<file path="src/rtl/dah_pkg.sv">
// package: register map, field codes and reset values for the dual alarm block
// What this block does
// RULE_01: two alarm channels with fully separate state, settings and contacts.
// RULE_02: each channel selects oxygen or temperature as its input value.
// RULE_03: each channel selects high, low, deviation or fault function.
// RULE_04: each channel has an enable; disabled channel never alarms; code clears a held alarm only at the next sample strobe.
// RULE_05: oxygen setpoint accepts 0 through 9999 in the selected unit.
// RULE_06: temperature setpoint accepts -5 C through 105 C.
// RULE_07: oxygen differential programmable from 0 up to 100 units.
// RULE_08: contact polarity resets to normally open.
// RULE_09: normally open contact is active exactly while alarm present.
// RULE_10: contact level is alarm state xor polarity, inverted for normally closed.
// RULE_11: polarity still applies when contacts show range number.
// RULE_12: range mode off by default; alarm drives indicator and its contact.
// RULE_13: range mode on: alarms drive indicator only, contacts carry range code.
// RULE_14: per-channel unit selects ppm or ppb for oxygen.
// RULE_15: per-channel unit selects Celsius or Fahrenheit for temperature.
// RULE_16: high alarm sets above setpoint, clears below setpoint minus differential.
// RULE_17: low alarm sets below setpoint, clears above setpoint plus differential.
// RULE_18: range code A,B: 1=00, 2=01, 3=10, 4=11, 5=00.
// RULE_19: deviation alarm asserts when value departs setpoint by more than deviation.
// RULE_20: fault alarm asserts on off-scale or unacknowledged error; thresholds ignored.
// RULE_21: alarm states update once per sample strobe and reset inactive.
// RULE_22: comparisons use signed fixed-point values in the selected unit.
package dah_pkg;
    localparam int DAH_VAL_W = 16;
    localparam logic [3:0] DAH_OFS_CTRL = 4'h0;
    localparam logic [3:0] DAH_OFS_SET_A = 4'h1;
    localparam logic [3:0] DAH_OFS_DIF_A = 4'h2;
    localparam logic [3:0] DAH_OFS_DEV_A = 4'h3;
    localparam logic [3:0] DAH_OFS_SET_B = 4'h4;
    localparam logic [3:0] DAH_OFS_DIF_B = 4'h5;
    localparam logic [3:0] DAH_OFS_DEV_B = 4'h6;
    localparam logic [3:0] DAH_OFS_STAT = 4'h7;
    localparam logic [31:0] DAH_BAD_DATA = 32'hDEAD_BEEF;
    // channel config byte: [0] enable [1] source [3:2] type [4] unit [5] normally closed
    localparam int DAH_CF_EN = 0;
    localparam int DAH_CF_SRC = 1;
    localparam int DAH_CF_TYP = 2;
    localparam int DAH_CF_UNIT = 4;
    localparam int DAH_CF_NC = 5;
    localparam int DAH_CTRL_RANGE_BIT = 16;
    localparam logic [7:0] DAH_CFG_RST = 8'h00;
    localparam logic signed [15:0] DAH_OXY_MIN = 16'sh0000;
    localparam logic signed [15:0] DAH_OXY_MAX = 16'sh270F;
    localparam logic signed [15:0] DAH_TMP_MIN_C = -16'sh0005;
    localparam logic signed [15:0] DAH_TMP_MAX_C = 16'sh0069;
    localparam logic signed [15:0] DAH_TMP_MIN_F = 16'sh0017;
    localparam logic signed [15:0] DAH_TMP_MAX_F = 16'sh00DD;
    localparam logic signed [15:0] DAH_DIF_MAX_OXY = 16'sh0064;
    localparam logic [15:0] DAH_SET_RST = 16'h0000;
    typedef enum logic [1:0] {DAH_HIGH = 2'h0, DAH_LOW = 2'h1, DAH_DEV = 2'h2, DAH_FAULT = 2'h3} dah_type_t;
    typedef enum logic [1:0] {DAH_BUS_IDLE = 2'h1, DAH_BUS_DONE = 2'h2} dah_bus_t;
endpackage : dah_pkg

</file>
<file path="src/rtl/dah_chan_if.sv">
// interface: settings and result of one alarm channel
`timescale 1ns/1ps
interface dah_chan_if;
    import dah_pkg::*;
    logic en;
    logic src;
    dah_type_t typ;
    logic unit;
    logic signed [DAH_VAL_W-1:0] setp;
    logic signed [DAH_VAL_W-1:0] dif;
    logic signed [DAH_VAL_W-1:0] dev;
    logic alarm;
    modport cfg (output en, output src, output typ, output unit, output setp, output dif, output dev, input alarm);
    modport eval (input en, input src, input typ, input unit, input setp, input dif, input dev, output alarm);
endinterface : dah_chan_if

</file>
<file path="src/rtl/dah_alarm_eval.sv">
// one alarm channel evaluator with hysteresis state
`timescale 1ns/1ps
module dah_alarm_eval
    import dah_pkg::*;
(
    input wire logic clk_sys,
    input wire logic rst_n,
    input wire logic sample_stb,
    input wire logic signed [DAH_VAL_W-1:0] oxy_val,
    input wire logic signed [DAH_VAL_W-1:0] tmp_val,
    input wire logic fault_in,
    dah_chan_if.eval ch
);
    typedef struct packed {
        logic alarm;
    } dah_ev_st_t;
    dah_ev_st_t st_r;
    dah_ev_st_t st_nxt;
    logic signed [DAH_VAL_W:0] val;
    logic signed [DAH_VAL_W:0] sp;
    logic signed [DAH_VAL_W:0] df;
    logic signed [DAH_VAL_W:0] dv;
    always_comb begin
        st_nxt = st_r;
        val = ch.src ? {tmp_val[DAH_VAL_W-1], tmp_val} : {oxy_val[DAH_VAL_W-1], oxy_val}; // RULE_02 RULE_22
        sp = {ch.setp[DAH_VAL_W-1], ch.setp};
        df = {ch.dif[DAH_VAL_W-1], ch.dif};
        dv = {ch.dev[DAH_VAL_W-1], ch.dev};
        if (sample_stb) begin // RULE_21
            if (!ch.en) begin
                st_nxt.alarm = 1'b0; // RULE_04
            end else begin
                unique case (ch.typ) // RULE_03
                    DAH_HIGH: begin
                        if (val > sp) begin
                            st_nxt.alarm = 1'b1; // RULE_16
                        end else if (val < sp - df) begin
                            st_nxt.alarm = 1'b0; // RULE_16
                        end
                    end
                    DAH_LOW: begin
                        if (val < sp) begin
                            st_nxt.alarm = 1'b1; // RULE_17
                        end else if (val > sp + df) begin
                            st_nxt.alarm = 1'b0; // RULE_17
                        end
                    end
                    DAH_DEV: begin
                        st_nxt.alarm = (val > sp + dv) || (val < sp - dv); // RULE_19
                    end
                    DAH_FAULT: begin
                        st_nxt.alarm = fault_in; // RULE_20
                    end
                endcase
            end
        end
    end
    always_ff @(posedge clk_sys) begin
        if (!rst_n) begin
            st_r <= '0; // RULE_21
        end else begin
            st_r <= st_nxt;
        end
    end
    assign ch.alarm = st_r.alarm;
endmodule : dah_alarm_eval

</file>
<file path="src/rtl/dah_top.sv">
// top: avalon register file, two alarm channels, contact and indicator outputs
//
// Local design decisions: the Avalon-MM interface to the registers and the address map.
`timescale 1ns/1ps
module dah_top
    import dah_pkg::*;
(
    input wire logic clk_sys,
    input wire logic rst_n,
    input wire logic [3:0] avs_address,
    input wire logic avs_read,
    input wire logic avs_write,
    input wire logic [31:0] avs_writedata,
    input wire logic [3:0] avs_byteenable,
    output logic [31:0] avs_readdata,
    output logic avs_waitrequest,
    input wire logic sample_stb,
    input wire logic signed [DAH_VAL_W-1:0] oxy_val,
    input wire logic signed [DAH_VAL_W-1:0] tmp_val,
    input wire logic oxy_fault,
    input wire logic tmp_fault,
    input wire logic [2:0] range_num,
    output logic [1:0] alarm_led,
    output logic [1:0] contact_out
);
    typedef struct packed {
        logic [1:0][7:0] cfg;
        logic [1:0][DAH_VAL_W-1:0] setp;
        logic [1:0][DAH_VAL_W-1:0] dif;
        logic [1:0][DAH_VAL_W-1:0] dev;
        logic contact_range_mode;
        dah_bus_t bus;
        logic [31:0] rdata;
        logic [1:0] led;
        logic [1:0] contact;
    } dah_st_t;
    dah_st_t st_r;
    dah_st_t st_nxt;
    logic [1:0] alarm;
    logic [1:0] range_code;
    dah_chan_if ch_a();
    dah_chan_if ch_b();

    function automatic logic signed [DAH_VAL_W-1:0] clamp_set(
        input logic [DAH_VAL_W-1:0] v,
        input logic src,
        input logic unit
    );
        logic signed [DAH_VAL_W-1:0] lo;
        logic signed [DAH_VAL_W-1:0] hi;
        logic signed [DAH_VAL_W-1:0] s;
        s = $signed(v);
        lo = src ? (unit ? DAH_TMP_MIN_F : DAH_TMP_MIN_C) : DAH_OXY_MIN; // RULE_05 RULE_06 RULE_15
        hi = src ? (unit ? DAH_TMP_MAX_F : DAH_TMP_MAX_C) : DAH_OXY_MAX; // RULE_05 RULE_06 RULE_15
        if (s < lo) begin
            return lo;
        end
        if (s > hi) begin
            return hi;
        end
        return s;
    endfunction : clamp_set

    function automatic logic signed [DAH_VAL_W-1:0] clamp_dif(
        input logic [DAH_VAL_W-1:0] v,
        input logic src
    );
        logic signed [DAH_VAL_W-1:0] s;
        s = $signed(v);
        if (s < 16'sh0000) begin
            return 16'sh0000;
        end
        if (!src && s > DAH_DIF_MAX_OXY) begin
            return DAH_DIF_MAX_OXY; // RULE_07
        end
        return s;
    endfunction : clamp_dif

    // channel settings onto the interfaces
    assign ch_a.en = st_r.cfg[0][DAH_CF_EN];
    assign ch_a.src = st_r.cfg[0][DAH_CF_SRC];
    assign ch_a.typ = dah_type_t'(st_r.cfg[0][DAH_CF_TYP +: 2]);
    assign ch_a.unit = st_r.cfg[0][DAH_CF_UNIT]; // RULE_14
    assign ch_a.setp = st_r.setp[0];
    assign ch_a.dif = st_r.dif[0];
    assign ch_a.dev = st_r.dev[0];
    assign ch_b.en = st_r.cfg[1][DAH_CF_EN];
    assign ch_b.src = st_r.cfg[1][DAH_CF_SRC];
    assign ch_b.typ = dah_type_t'(st_r.cfg[1][DAH_CF_TYP +: 2]);
    assign ch_b.unit = st_r.cfg[1][DAH_CF_UNIT]; // RULE_14
    assign ch_b.setp = st_r.setp[1];
    assign ch_b.dif = st_r.dif[1];
    assign ch_b.dev = st_r.dev[1];

    // two separate evaluators, no shared state
    dah_alarm_eval u_eval_a ( // RULE_01
        .clk_sys(clk_sys),
        .rst_n(rst_n),
        .sample_stb(sample_stb),
        .oxy_val(oxy_val),
        .tmp_val(tmp_val),
        .fault_in(ch_a.src ? tmp_fault : oxy_fault),
        .ch(ch_a)
    );
    dah_alarm_eval u_eval_b ( // RULE_01
        .clk_sys(clk_sys),
        .rst_n(rst_n),
        .sample_stb(sample_stb),
        .oxy_val(oxy_val),
        .tmp_val(tmp_val),
        .fault_in(ch_b.src ? tmp_fault : oxy_fault),
        .ch(ch_b)
    );
    assign alarm = {ch_b.alarm, ch_a.alarm};

    // range number to A,B contact pattern
    always_comb begin
        unique case (range_num) // RULE_18
            3'h2: range_code = 2'h1;
            3'h3: range_code = 2'h2;
            3'h4: range_code = 2'h3;
            default: range_code = 2'h0;
        endcase
    end

    always_comb begin
        st_nxt = st_r;
        st_nxt.led = alarm; // RULE_12 RULE_13
        for (int i = 0; i < 2; i++) begin
            if (st_r.contact_range_mode) begin
                // index 0 is contact A which carries the high code bit
                st_nxt.contact[i] = range_code[1-i] ^ st_r.cfg[i][DAH_CF_NC]; // RULE_13 RULE_11
            end else begin
                st_nxt.contact[i] = alarm[i] ^ st_r.cfg[i][DAH_CF_NC]; // RULE_12 RULE_09 RULE_10
            end
        end
        unique case (st_r.bus)
            DAH_BUS_IDLE: begin
                if (avs_write) begin
                    st_nxt.bus = DAH_BUS_DONE;
                    unique case (avs_address)
                        DAH_OFS_CTRL: begin
                            for (int i = 0; i < 2; i++) begin
                                if (avs_byteenable[i]) begin
                                    st_nxt.cfg[i] = avs_writedata[i*8 +: 8];
                                end
                            end
                            if (avs_byteenable[2]) begin
                                st_nxt.contact_range_mode = avs_writedata[DAH_CTRL_RANGE_BIT];
                            end
                        end
                        DAH_OFS_SET_A: st_nxt.setp[0] = clamp_set(avs_writedata[15:0], st_r.cfg[0][DAH_CF_SRC],
                            st_r.cfg[0][DAH_CF_UNIT]);
                        DAH_OFS_DIF_A: st_nxt.dif[0] = clamp_dif(avs_writedata[15:0], st_r.cfg[0][DAH_CF_SRC]);
                        DAH_OFS_DEV_A: st_nxt.dev[0] = clamp_dif(avs_writedata[15:0], 1'b1);
                        DAH_OFS_SET_B: st_nxt.setp[1] = clamp_set(avs_writedata[15:0], st_r.cfg[1][DAH_CF_SRC],
                            st_r.cfg[1][DAH_CF_UNIT]);
                        DAH_OFS_DIF_B: st_nxt.dif[1] = clamp_dif(avs_writedata[15:0], st_r.cfg[1][DAH_CF_SRC]);
                        DAH_OFS_DEV_B: st_nxt.dev[1] = clamp_dif(avs_writedata[15:0], 1'b1);
                        default: begin
                        end
                    endcase
                end else if (avs_read) begin
                    st_nxt.bus = DAH_BUS_DONE;
                    unique case (avs_address)
                        DAH_OFS_CTRL: st_nxt.rdata = {15'h0000, st_r.contact_range_mode, st_r.cfg[1], st_r.cfg[0]};
                        DAH_OFS_SET_A: st_nxt.rdata = {16'h0000, st_r.setp[0]};
                        DAH_OFS_DIF_A: st_nxt.rdata = {16'h0000, st_r.dif[0]};
                        DAH_OFS_DEV_A: st_nxt.rdata = {16'h0000, st_r.dev[0]};
                        DAH_OFS_SET_B: st_nxt.rdata = {16'h0000, st_r.setp[1]};
                        DAH_OFS_DIF_B: st_nxt.rdata = {16'h0000, st_r.dif[1]};
                        DAH_OFS_DEV_B: st_nxt.rdata = {16'h0000, st_r.dev[1]};
                        DAH_OFS_STAT: st_nxt.rdata = {26'h0000000, st_r.contact, st_r.led, alarm};
                        default: st_nxt.rdata = DAH_BAD_DATA;
                    endcase
                end
            end
            DAH_BUS_DONE: begin
                st_nxt.bus = DAH_BUS_IDLE;
            end
        endcase
    end

    always_ff @(posedge clk_sys) begin
        if (!rst_n) begin
            st_r.cfg <= {DAH_CFG_RST, DAH_CFG_RST}; // RULE_08
            st_r.setp <= {DAH_SET_RST, DAH_SET_RST};
            st_r.dif <= {DAH_SET_RST, DAH_SET_RST};
            st_r.dev <= {DAH_SET_RST, DAH_SET_RST};
            st_r.contact_range_mode <= 1'b0; // RULE_12
            st_r.bus <= DAH_BUS_IDLE;
            st_r.rdata <= 32'h00000000;
            st_r.led <= 2'h0;
            st_r.contact <= 2'h0;
        end else begin
            st_r <= st_nxt;
        end
    end

    assign avs_readdata = st_r.rdata;
    assign avs_waitrequest = st_r.bus[0];
    assign alarm_led = st_r.led;
    assign contact_out = st_r.contact;
endmodule : dah_top

</file>
<file path="config.mk">
export PLATFORM = sky130hd
export DESIGN_NAME = dah_top
export DESIGN_NICKNAME = d
export VERILOG_FILES = /design/src/rtl/dah_pkg.sv /design/src/rtl/dah_chan_if.sv /design/src/rtl/dah_alarm_eval.sv /design/src/rtl/dah_top.sv
export SDC_FILE = /design/constraint.sdc
export NUM_CORES = 1
export LEC_CHECK = 0
export ABC_AREA = 1
export BUFFER_PORTS_ARGS = -buffer_cell sky130_fd_sc_hd__buf_4
export CORE_ASPECT_RATIO = 1.4
export CORE_MARGIN = 2
export CORE_UTILIZATION = 62
export CTS_CLUSTER_SIZE = 14
export DETAILED_ROUTE_END_ITERATION = 10
export HOLD_SLACK_MARGIN = 0.02
export PLACE_DENSITY = 0.81
export SLEW_MARGIN = 25
export SYNTH_ARGS = -nofsm -noshare
export SYNTH_HDL_FRONTEND = slang
export SYNTH_HIERARCHICAL = 1
export SYNTH_SLANG_ARGS = --single-unit
</file>
<file path="constraint.sdc">
create_clock -name clk_sys -period 8.1 [get_ports clk_sys]
set_input_delay 1.62 -clock clk_sys [delete_from_list [all_inputs] [get_ports clk_sys]]
set_output_delay 1.62 -clock clk_sys [all_outputs]
set_load 0.01 [all_outputs]
</file>
After elaboration in Yosys (flattened, before gate mapping)
Cells that the tools add are included.
{"block": "classes", "order_cmp": 18, "reduce_logical": 21, "eq_ne": 23, "addsub": 8, "mux": 89, "bitwise": 5}
{"op": "$mux W16", "count": 21}
{"op": "$pmux W32 S8", "count": 1}
{"op": "$add A16 B16 Y17", "count": 4}
{"op": "$gt A17 B17 Y1", "count": 4}
{"op": "$lt A17 B17 Y1", "count": 4}
{"op": "$sub A16 B16 Y17", "count": 4}
{"op": "$mux W1", "count": 55}
{"op": "$gt A17 B16 Y1", "count": 2}
{"op": "$lt A17 B16 Y1", "count": 2}
{"op": "$mux W17", "count": 2}
{"op": "$mux W34", "count": 1}
{"op": "$gt A16 B15 Y1", "count": 2}
{"op": "$lt A16 B16 Y1", "count": 2}
{"op": "$mux W14", "count": 2}
{"op": "$reduce_and A3 Y1", "count": 9}
{"op": "$eq A4 B3 Y1 const B", "count": 4}
{"op": "$gt A16 B8 Y1 const B", "count": 1}
{"op": "$lt A16 B1 Y1 const B", "count": 1}
{"op": "$mux W8", "count": 2}
{"op": "$ne A4 B2 Y1 const B", "count": 4}
{"op": "$reduce_and A4 Y1", "count": 3}
{"op": "$eq A2 B2 Y1 const B", "count": 5}
{"op": "$eq A4 B2 Y1 const B", "count": 2}
{"op": "$pmux W1 S4", "count": 2}
{"op": "15 further kinds", "count": 25}
{"block": "totals", "reg_bits": 153, "output_inout_bits": 37, "in_bits": 82, "wordCells": 179}

Logic depth before layout (Yosys ltp)
{"block": "depth", "word_depth": 13, "mapped_depth": 31, "depth_no_buf": 31}

Hierarchy
The synthesis kept the hierarchy.
{"module": "dah_top", "cells_per_inst": 1079, "n_inst": 1, "seq_area_each_um2": 2662.6, "area_each_um2": 7544.7}
{"module": "dah_alarm_eval at u_eval_a", "cells_per_inst": 834, "n_inst": 1, "seq_area_each_um2": 20.0, "area_each_um2": 5371.4}
{"module": "dah_alarm_eval at u_eval_b", "cells_per_inst": 850, "n_inst": 1, "seq_area_each_um2": 20.0, "area_each_um2": 5361.4}

Least setup slack after synthesis
Ideal clock, no wire load.
{"block": "synth_timing", "path_kind": "flip-flop to flip-flop", "from": "register ch_a.setp[1] (netlist name)", "to": "register u_eval_a.st_r, in the netlist u_eval_a/ch.alarm", "arrival_ns": 3.250, "n_path_buf": 0, "required_time_ns": 7.987, "setup_time_ns": 0.113, "period_less_slack_ns": 3.362, "setup_slack_ns": 4.738, "path_stages_with_launch": 25, "cell_sequence": "dfxtp_1 > inv_1 > fa_1 > nor4_1 > nor2_1 > o21ai_2 > a21boi_1 > o21ai_2 > nand2_1 > nand3_1 > nand2_1 > ha_1 > a21o_1 > a21oi_1 > nand2_1 > nor2_1 > nand2_1 > nand2_1 > nand4_1 > nand2_1 > nand2_1 > nand2_1 > nand2_1 > nand2_1 > nor2_1"}
{"block": "synth_via", "elab_chain_cells": 5, "elab_cells_between_ends": 18, "cone_classes": "4 x add/sub; 6 x order compare; 2 x eq/ne; 4 x mux; 2 x reduce/logical"}
{"item": "$add A16 B16 Y17 / $sub A16 B16 Y17 (equally long branches)", "line": "dah_alarm_eval.sv:49", "source": "st_nxt.alarm = (val > sp + dv) || (val < sp - dv);"}
{"item": "$gt A17 B17 Y1 / $lt A17 B17 Y1 (equally long branches)", "line": "dah_alarm_eval.sv:49"}
{"item": "$logic_or A1 B1 Y1", "line": "dah_alarm_eval.sv:49"}
{"item": "$pmux W1 S4", "line": "dah_alarm_eval.sv:33", "source": "unique case (ch.typ)"}
{"item": "$mux W1", "line": "dah_alarm_eval.sv:30", "source": "if (!ch.en) begin"}
{"item": "end signal, assigned", "line": "dah_alarm_eval.sv:62", "source": "st_r <= st_nxt;"}
{"item": "end, declared", "line": "dah_alarm_eval.sv:17", "source": "dah_ev_st_t st_r;"}
Parallel ways exist; a longest one is shown, timed or not.
A chain may end at the register's enable or synchronous reset.

Final worst setup path
{"block": "layout_timing", "from": "register ch_a.setp[0] (netlist name)", "to": "register u_eval_a.st_r, in the netlist u_eval_a/ch.alarm"}
{"block": "layout_via", "elab_chain_cells": 5, "elab_cells_between_ends": 18, "cone_classes": "4 x add/sub; 6 x order compare; 2 x eq/ne; 4 x mux; 2 x reduce/logical"}
{"item": "$add A16 B16 Y17 / $sub A16 B16 Y17 (equally long branches)", "line": "dah_alarm_eval.sv:49"}
{"item": "$gt A17 B17 Y1 / $lt A17 B17 Y1 (equally long branches)", "line": "dah_alarm_eval.sv:49"}
{"item": "$logic_or A1 B1 Y1", "line": "dah_alarm_eval.sv:49"}
{"item": "$pmux W1 S4", "line": "dah_alarm_eval.sv:33"}
{"item": "$mux W1", "line": "dah_alarm_eval.sv:30"}
Parallel ways exist; a longest one is shown, timed or not.

==> flow_summary.ini <==
[synthesis]
synth.largest_area_cell = ha_1
synth_top_family_by_area = adder cells
synth_most_common_cell = nand2_1
yosys.area_share.simple = 0.233
ys_ff_latch = 135
synth_common_cells = 606 x nand2_1, 378 x inv_1, 342 x ha_1, 295 x a21oi_1, 228 x nor2_1
netlist_area_um2 = 18300
synth-compound-area-share = 0.192
seq_area_frac_synth = 0.148
syn_avg_cell_area_um2 = 6.62
synth_fa_ha_area_frac = 0.243
synthTopCellsByArea = ha_1 23%, dfxtp_1 15%, nand2_1 12%, a21oi_1 8.1%, inv_1 7.8%
async_flop_share = 0
synth.distinct_cells = 59
synth_cells = 2763
synth_warnings = 6
synth_edf_count = 0
synth_ff_type = dfxtp_1
synth-xor-area-share = 0.0474
netlist.area_leader.share = 0.234
synthMuxAreaShare = 0.0196

[floorplanning]
start_util = 0.629
die_x_um = 149
die_y_um = 207
core_um2 = 29100
num_rows = 74
die_area_um2 = 30900
ioPinCount = 119

[outcome]
status = finished clean

[sta]
relSlewSlack = 0.319
final.setup.tns_ns = 0
hold_viol = 0
max_freq_mhz = 219
tightest_slew_ns = 1.02
finalCritPeriodShare = 0.564
final_max_slew_viol_count = 0
rsz0062_at_grt = no
finalSetupViolations = 0
timing.final.crit_period_ns = 4.57
fin_skew_ns = 0.00790

[placement]
dp_hpwl_um = 50300
port_buffers = 97
gp_congestion = 1.00
post-place-cells = 3140

[clocking]
clock_sinks = 135
postCtsHoldBufs = 0
cts_buffers = 17
cts.repair.resized = 0
cts.path.max_buffers = 2
cts_htree_levels = 4
clkSlewWorstSetupHoldPaths_ns = 0.06
cts_setup_buffers = 0
root_buffer = clkbuf_16
cts_tree = yes
clkLatencyLatePin_ns = 0.42

[pwr]
p_sw_uw = 746
power.internal_uw = 1410
clkPwrFrac = 0.369
leakage_uw = 0.0100
swShare = 0.346
vdd_drop_max_mv = 0.139
pwr-share-seq = 0.323
power_density_nw_per_um2 = 110
p_comb_frac = 0.307

[min_path]
holdCritPathClass = register to register

[critical_path]
critical_path_arrival_ns = 4.89
critPathRequiredTime_ns = 8.42
path_class = register to register
worstPathMaxFanout = 6
startpoint_type = register
critPathCaptureType = register

[routing]
dr.pass1.iters = 6
vias_per_cell = 5.94
postRouteWirelength_um = 62000
ant_nets = 0
dr.first_iter.drc_count = 1436
drc_errors = 0
via_count = 18800
avgRoutedWirePerCell_um = 19.5

[global_route]
gr-usage-all-layers = 0.395
antenna_found_initial = 0
grt_pass1_wl_um = 95600
grt-ovfl-total = 0
grt_max_degree = 91
grt_pass1_vias = 18300

[cells_and_area]
fillers = 2682
area_growth_pct = 6.78
final_nets = 3211
drive_above_1_share = 0.0867
antenna_cells = 0
fin_cells = 3171

[flow_run]
max_cap_violations = 0
==> state kept, by name, indices dropped and copies added, names as in the netlist, 2 cells and up <==
register      flops
ch_a.dif         15
ch_b.setp        16
ch_b.dev         15
st_r              8
contact_out       2
ch_b.dif         15
ch_a.setp        16
ch_a.dev         15
avs_readdata     18
ch_b.typ          2
alarm_led         2
ch_a.typ          2
==> layout by cell type, fill, tap and decap left out, types with 33 or more instances in the layout <==
master   count
nand3_1     88
o21ai_0    144
nor2_1     228
xor2_1      96
ha_1       342
nand4_1     33
nand2_1    606
a21oi_1    295
buf_4      103
inv_1      378
dfxtp_1    135
==> critical path, stage by stage (launching register included) <==
cell	delay, ns
dfxtp_1	0.64
inv_1	0.23
ha_1	0.31
fa_1	0.46
nor4_2	0.29
nor2_1	0.12
o21ai_2	0.27
nand3_1	0.11
nand2_1	0.09
xor2_1	0.07
ha_1	0.41
nand2_1	0.10
inv_1	0.07
nand3_1	0.08
nor2_1	0.34
nand4_1	0.18
nand3_1	0.13
nand2_1	0.05
nand3_1	0.10
nor2_1	0.05
nor2_1	0.18
nand2_1	0.08
nand2_1	0.06
nor2_1	0.05
==> path summary, 6_finish.rpt <==
check / startpoint / to / slack, ns / depth (start not counted)
max reg2reg: ch_a.setp[0] / u_eval_a/ch.alarm / 3.53 / 23
min: st_r[148] / contact_out[1] / 0.46 / 1
max: ch_a.setp[0] / u_eval_a/ch.alarm / 3.53 / 23
min reg2reg: st_r[148] / contact_out[1] / 0.46 / 1
==> per-stage QoR <==
stage / power, µW / area [µm²] / setup slack, ns / hold slack (ns) / utilization
final: 2150 / 19500 / 3.53 / 0.463 / 0.671
after CTS: 2140 / 19500 / 3.67 / 0.457 / 0.671
after global placement: 1330 / 18900 / 3.79 / 0.440 / 0.651
after floorplan: 1170 / 18300 / 4.74 / 0.422 / -
after global routing: 2250 / 19500 / 3.32 / 0.471 / 0.671
after detailed placement: 1360 / 18900 / 3.69 / 0.446 / 0.651
==> power by group through the flow <==
stage	sequential, µW	combinational (µW)	clock [µW]
2_1_floorplan	699	471	0
5_1_grt	696	745	813
6_report	696	663	796
3_3_place_gp	709	621	0
3_5_place_dp	710	649	0
4_1_cts	695	652	787
==> cells by family (layout without fill, tap and decap cells) <==
group | after synthesis | in the layout
xor gates and xnor gates | 99 | 99
and+or+nand+nor | 1026 | 1026
other | 1 | 13
DFF | 135 | 135
buffers and inverters | 514 | 530
muxes | 32 | 32
AOI/OAI and AO/OA | 606 | 606
adders and majority gates | 350 | 350
==> per-layer routing <==
layer / wire length [µm] / track usage
met1: 22600 / 0.438
met2: 29000 / 0.674
met3: 4890 / 0.0597
met4: 5430 / 0.297
met5: 0 / 0
==> cell type report <==
type,instances,area (µm²),area share
clock buffer,17,425,0.0218
clock inverter,14,176,0.00904
inverter,396,1490,0.0765
multi-input combinational,2126,13500,0.690
sequential,135,2700,0.138
tap,380,475,0.0244
timing repair buffer,103,773,0.0396
(Power assumes the default switching activity.)
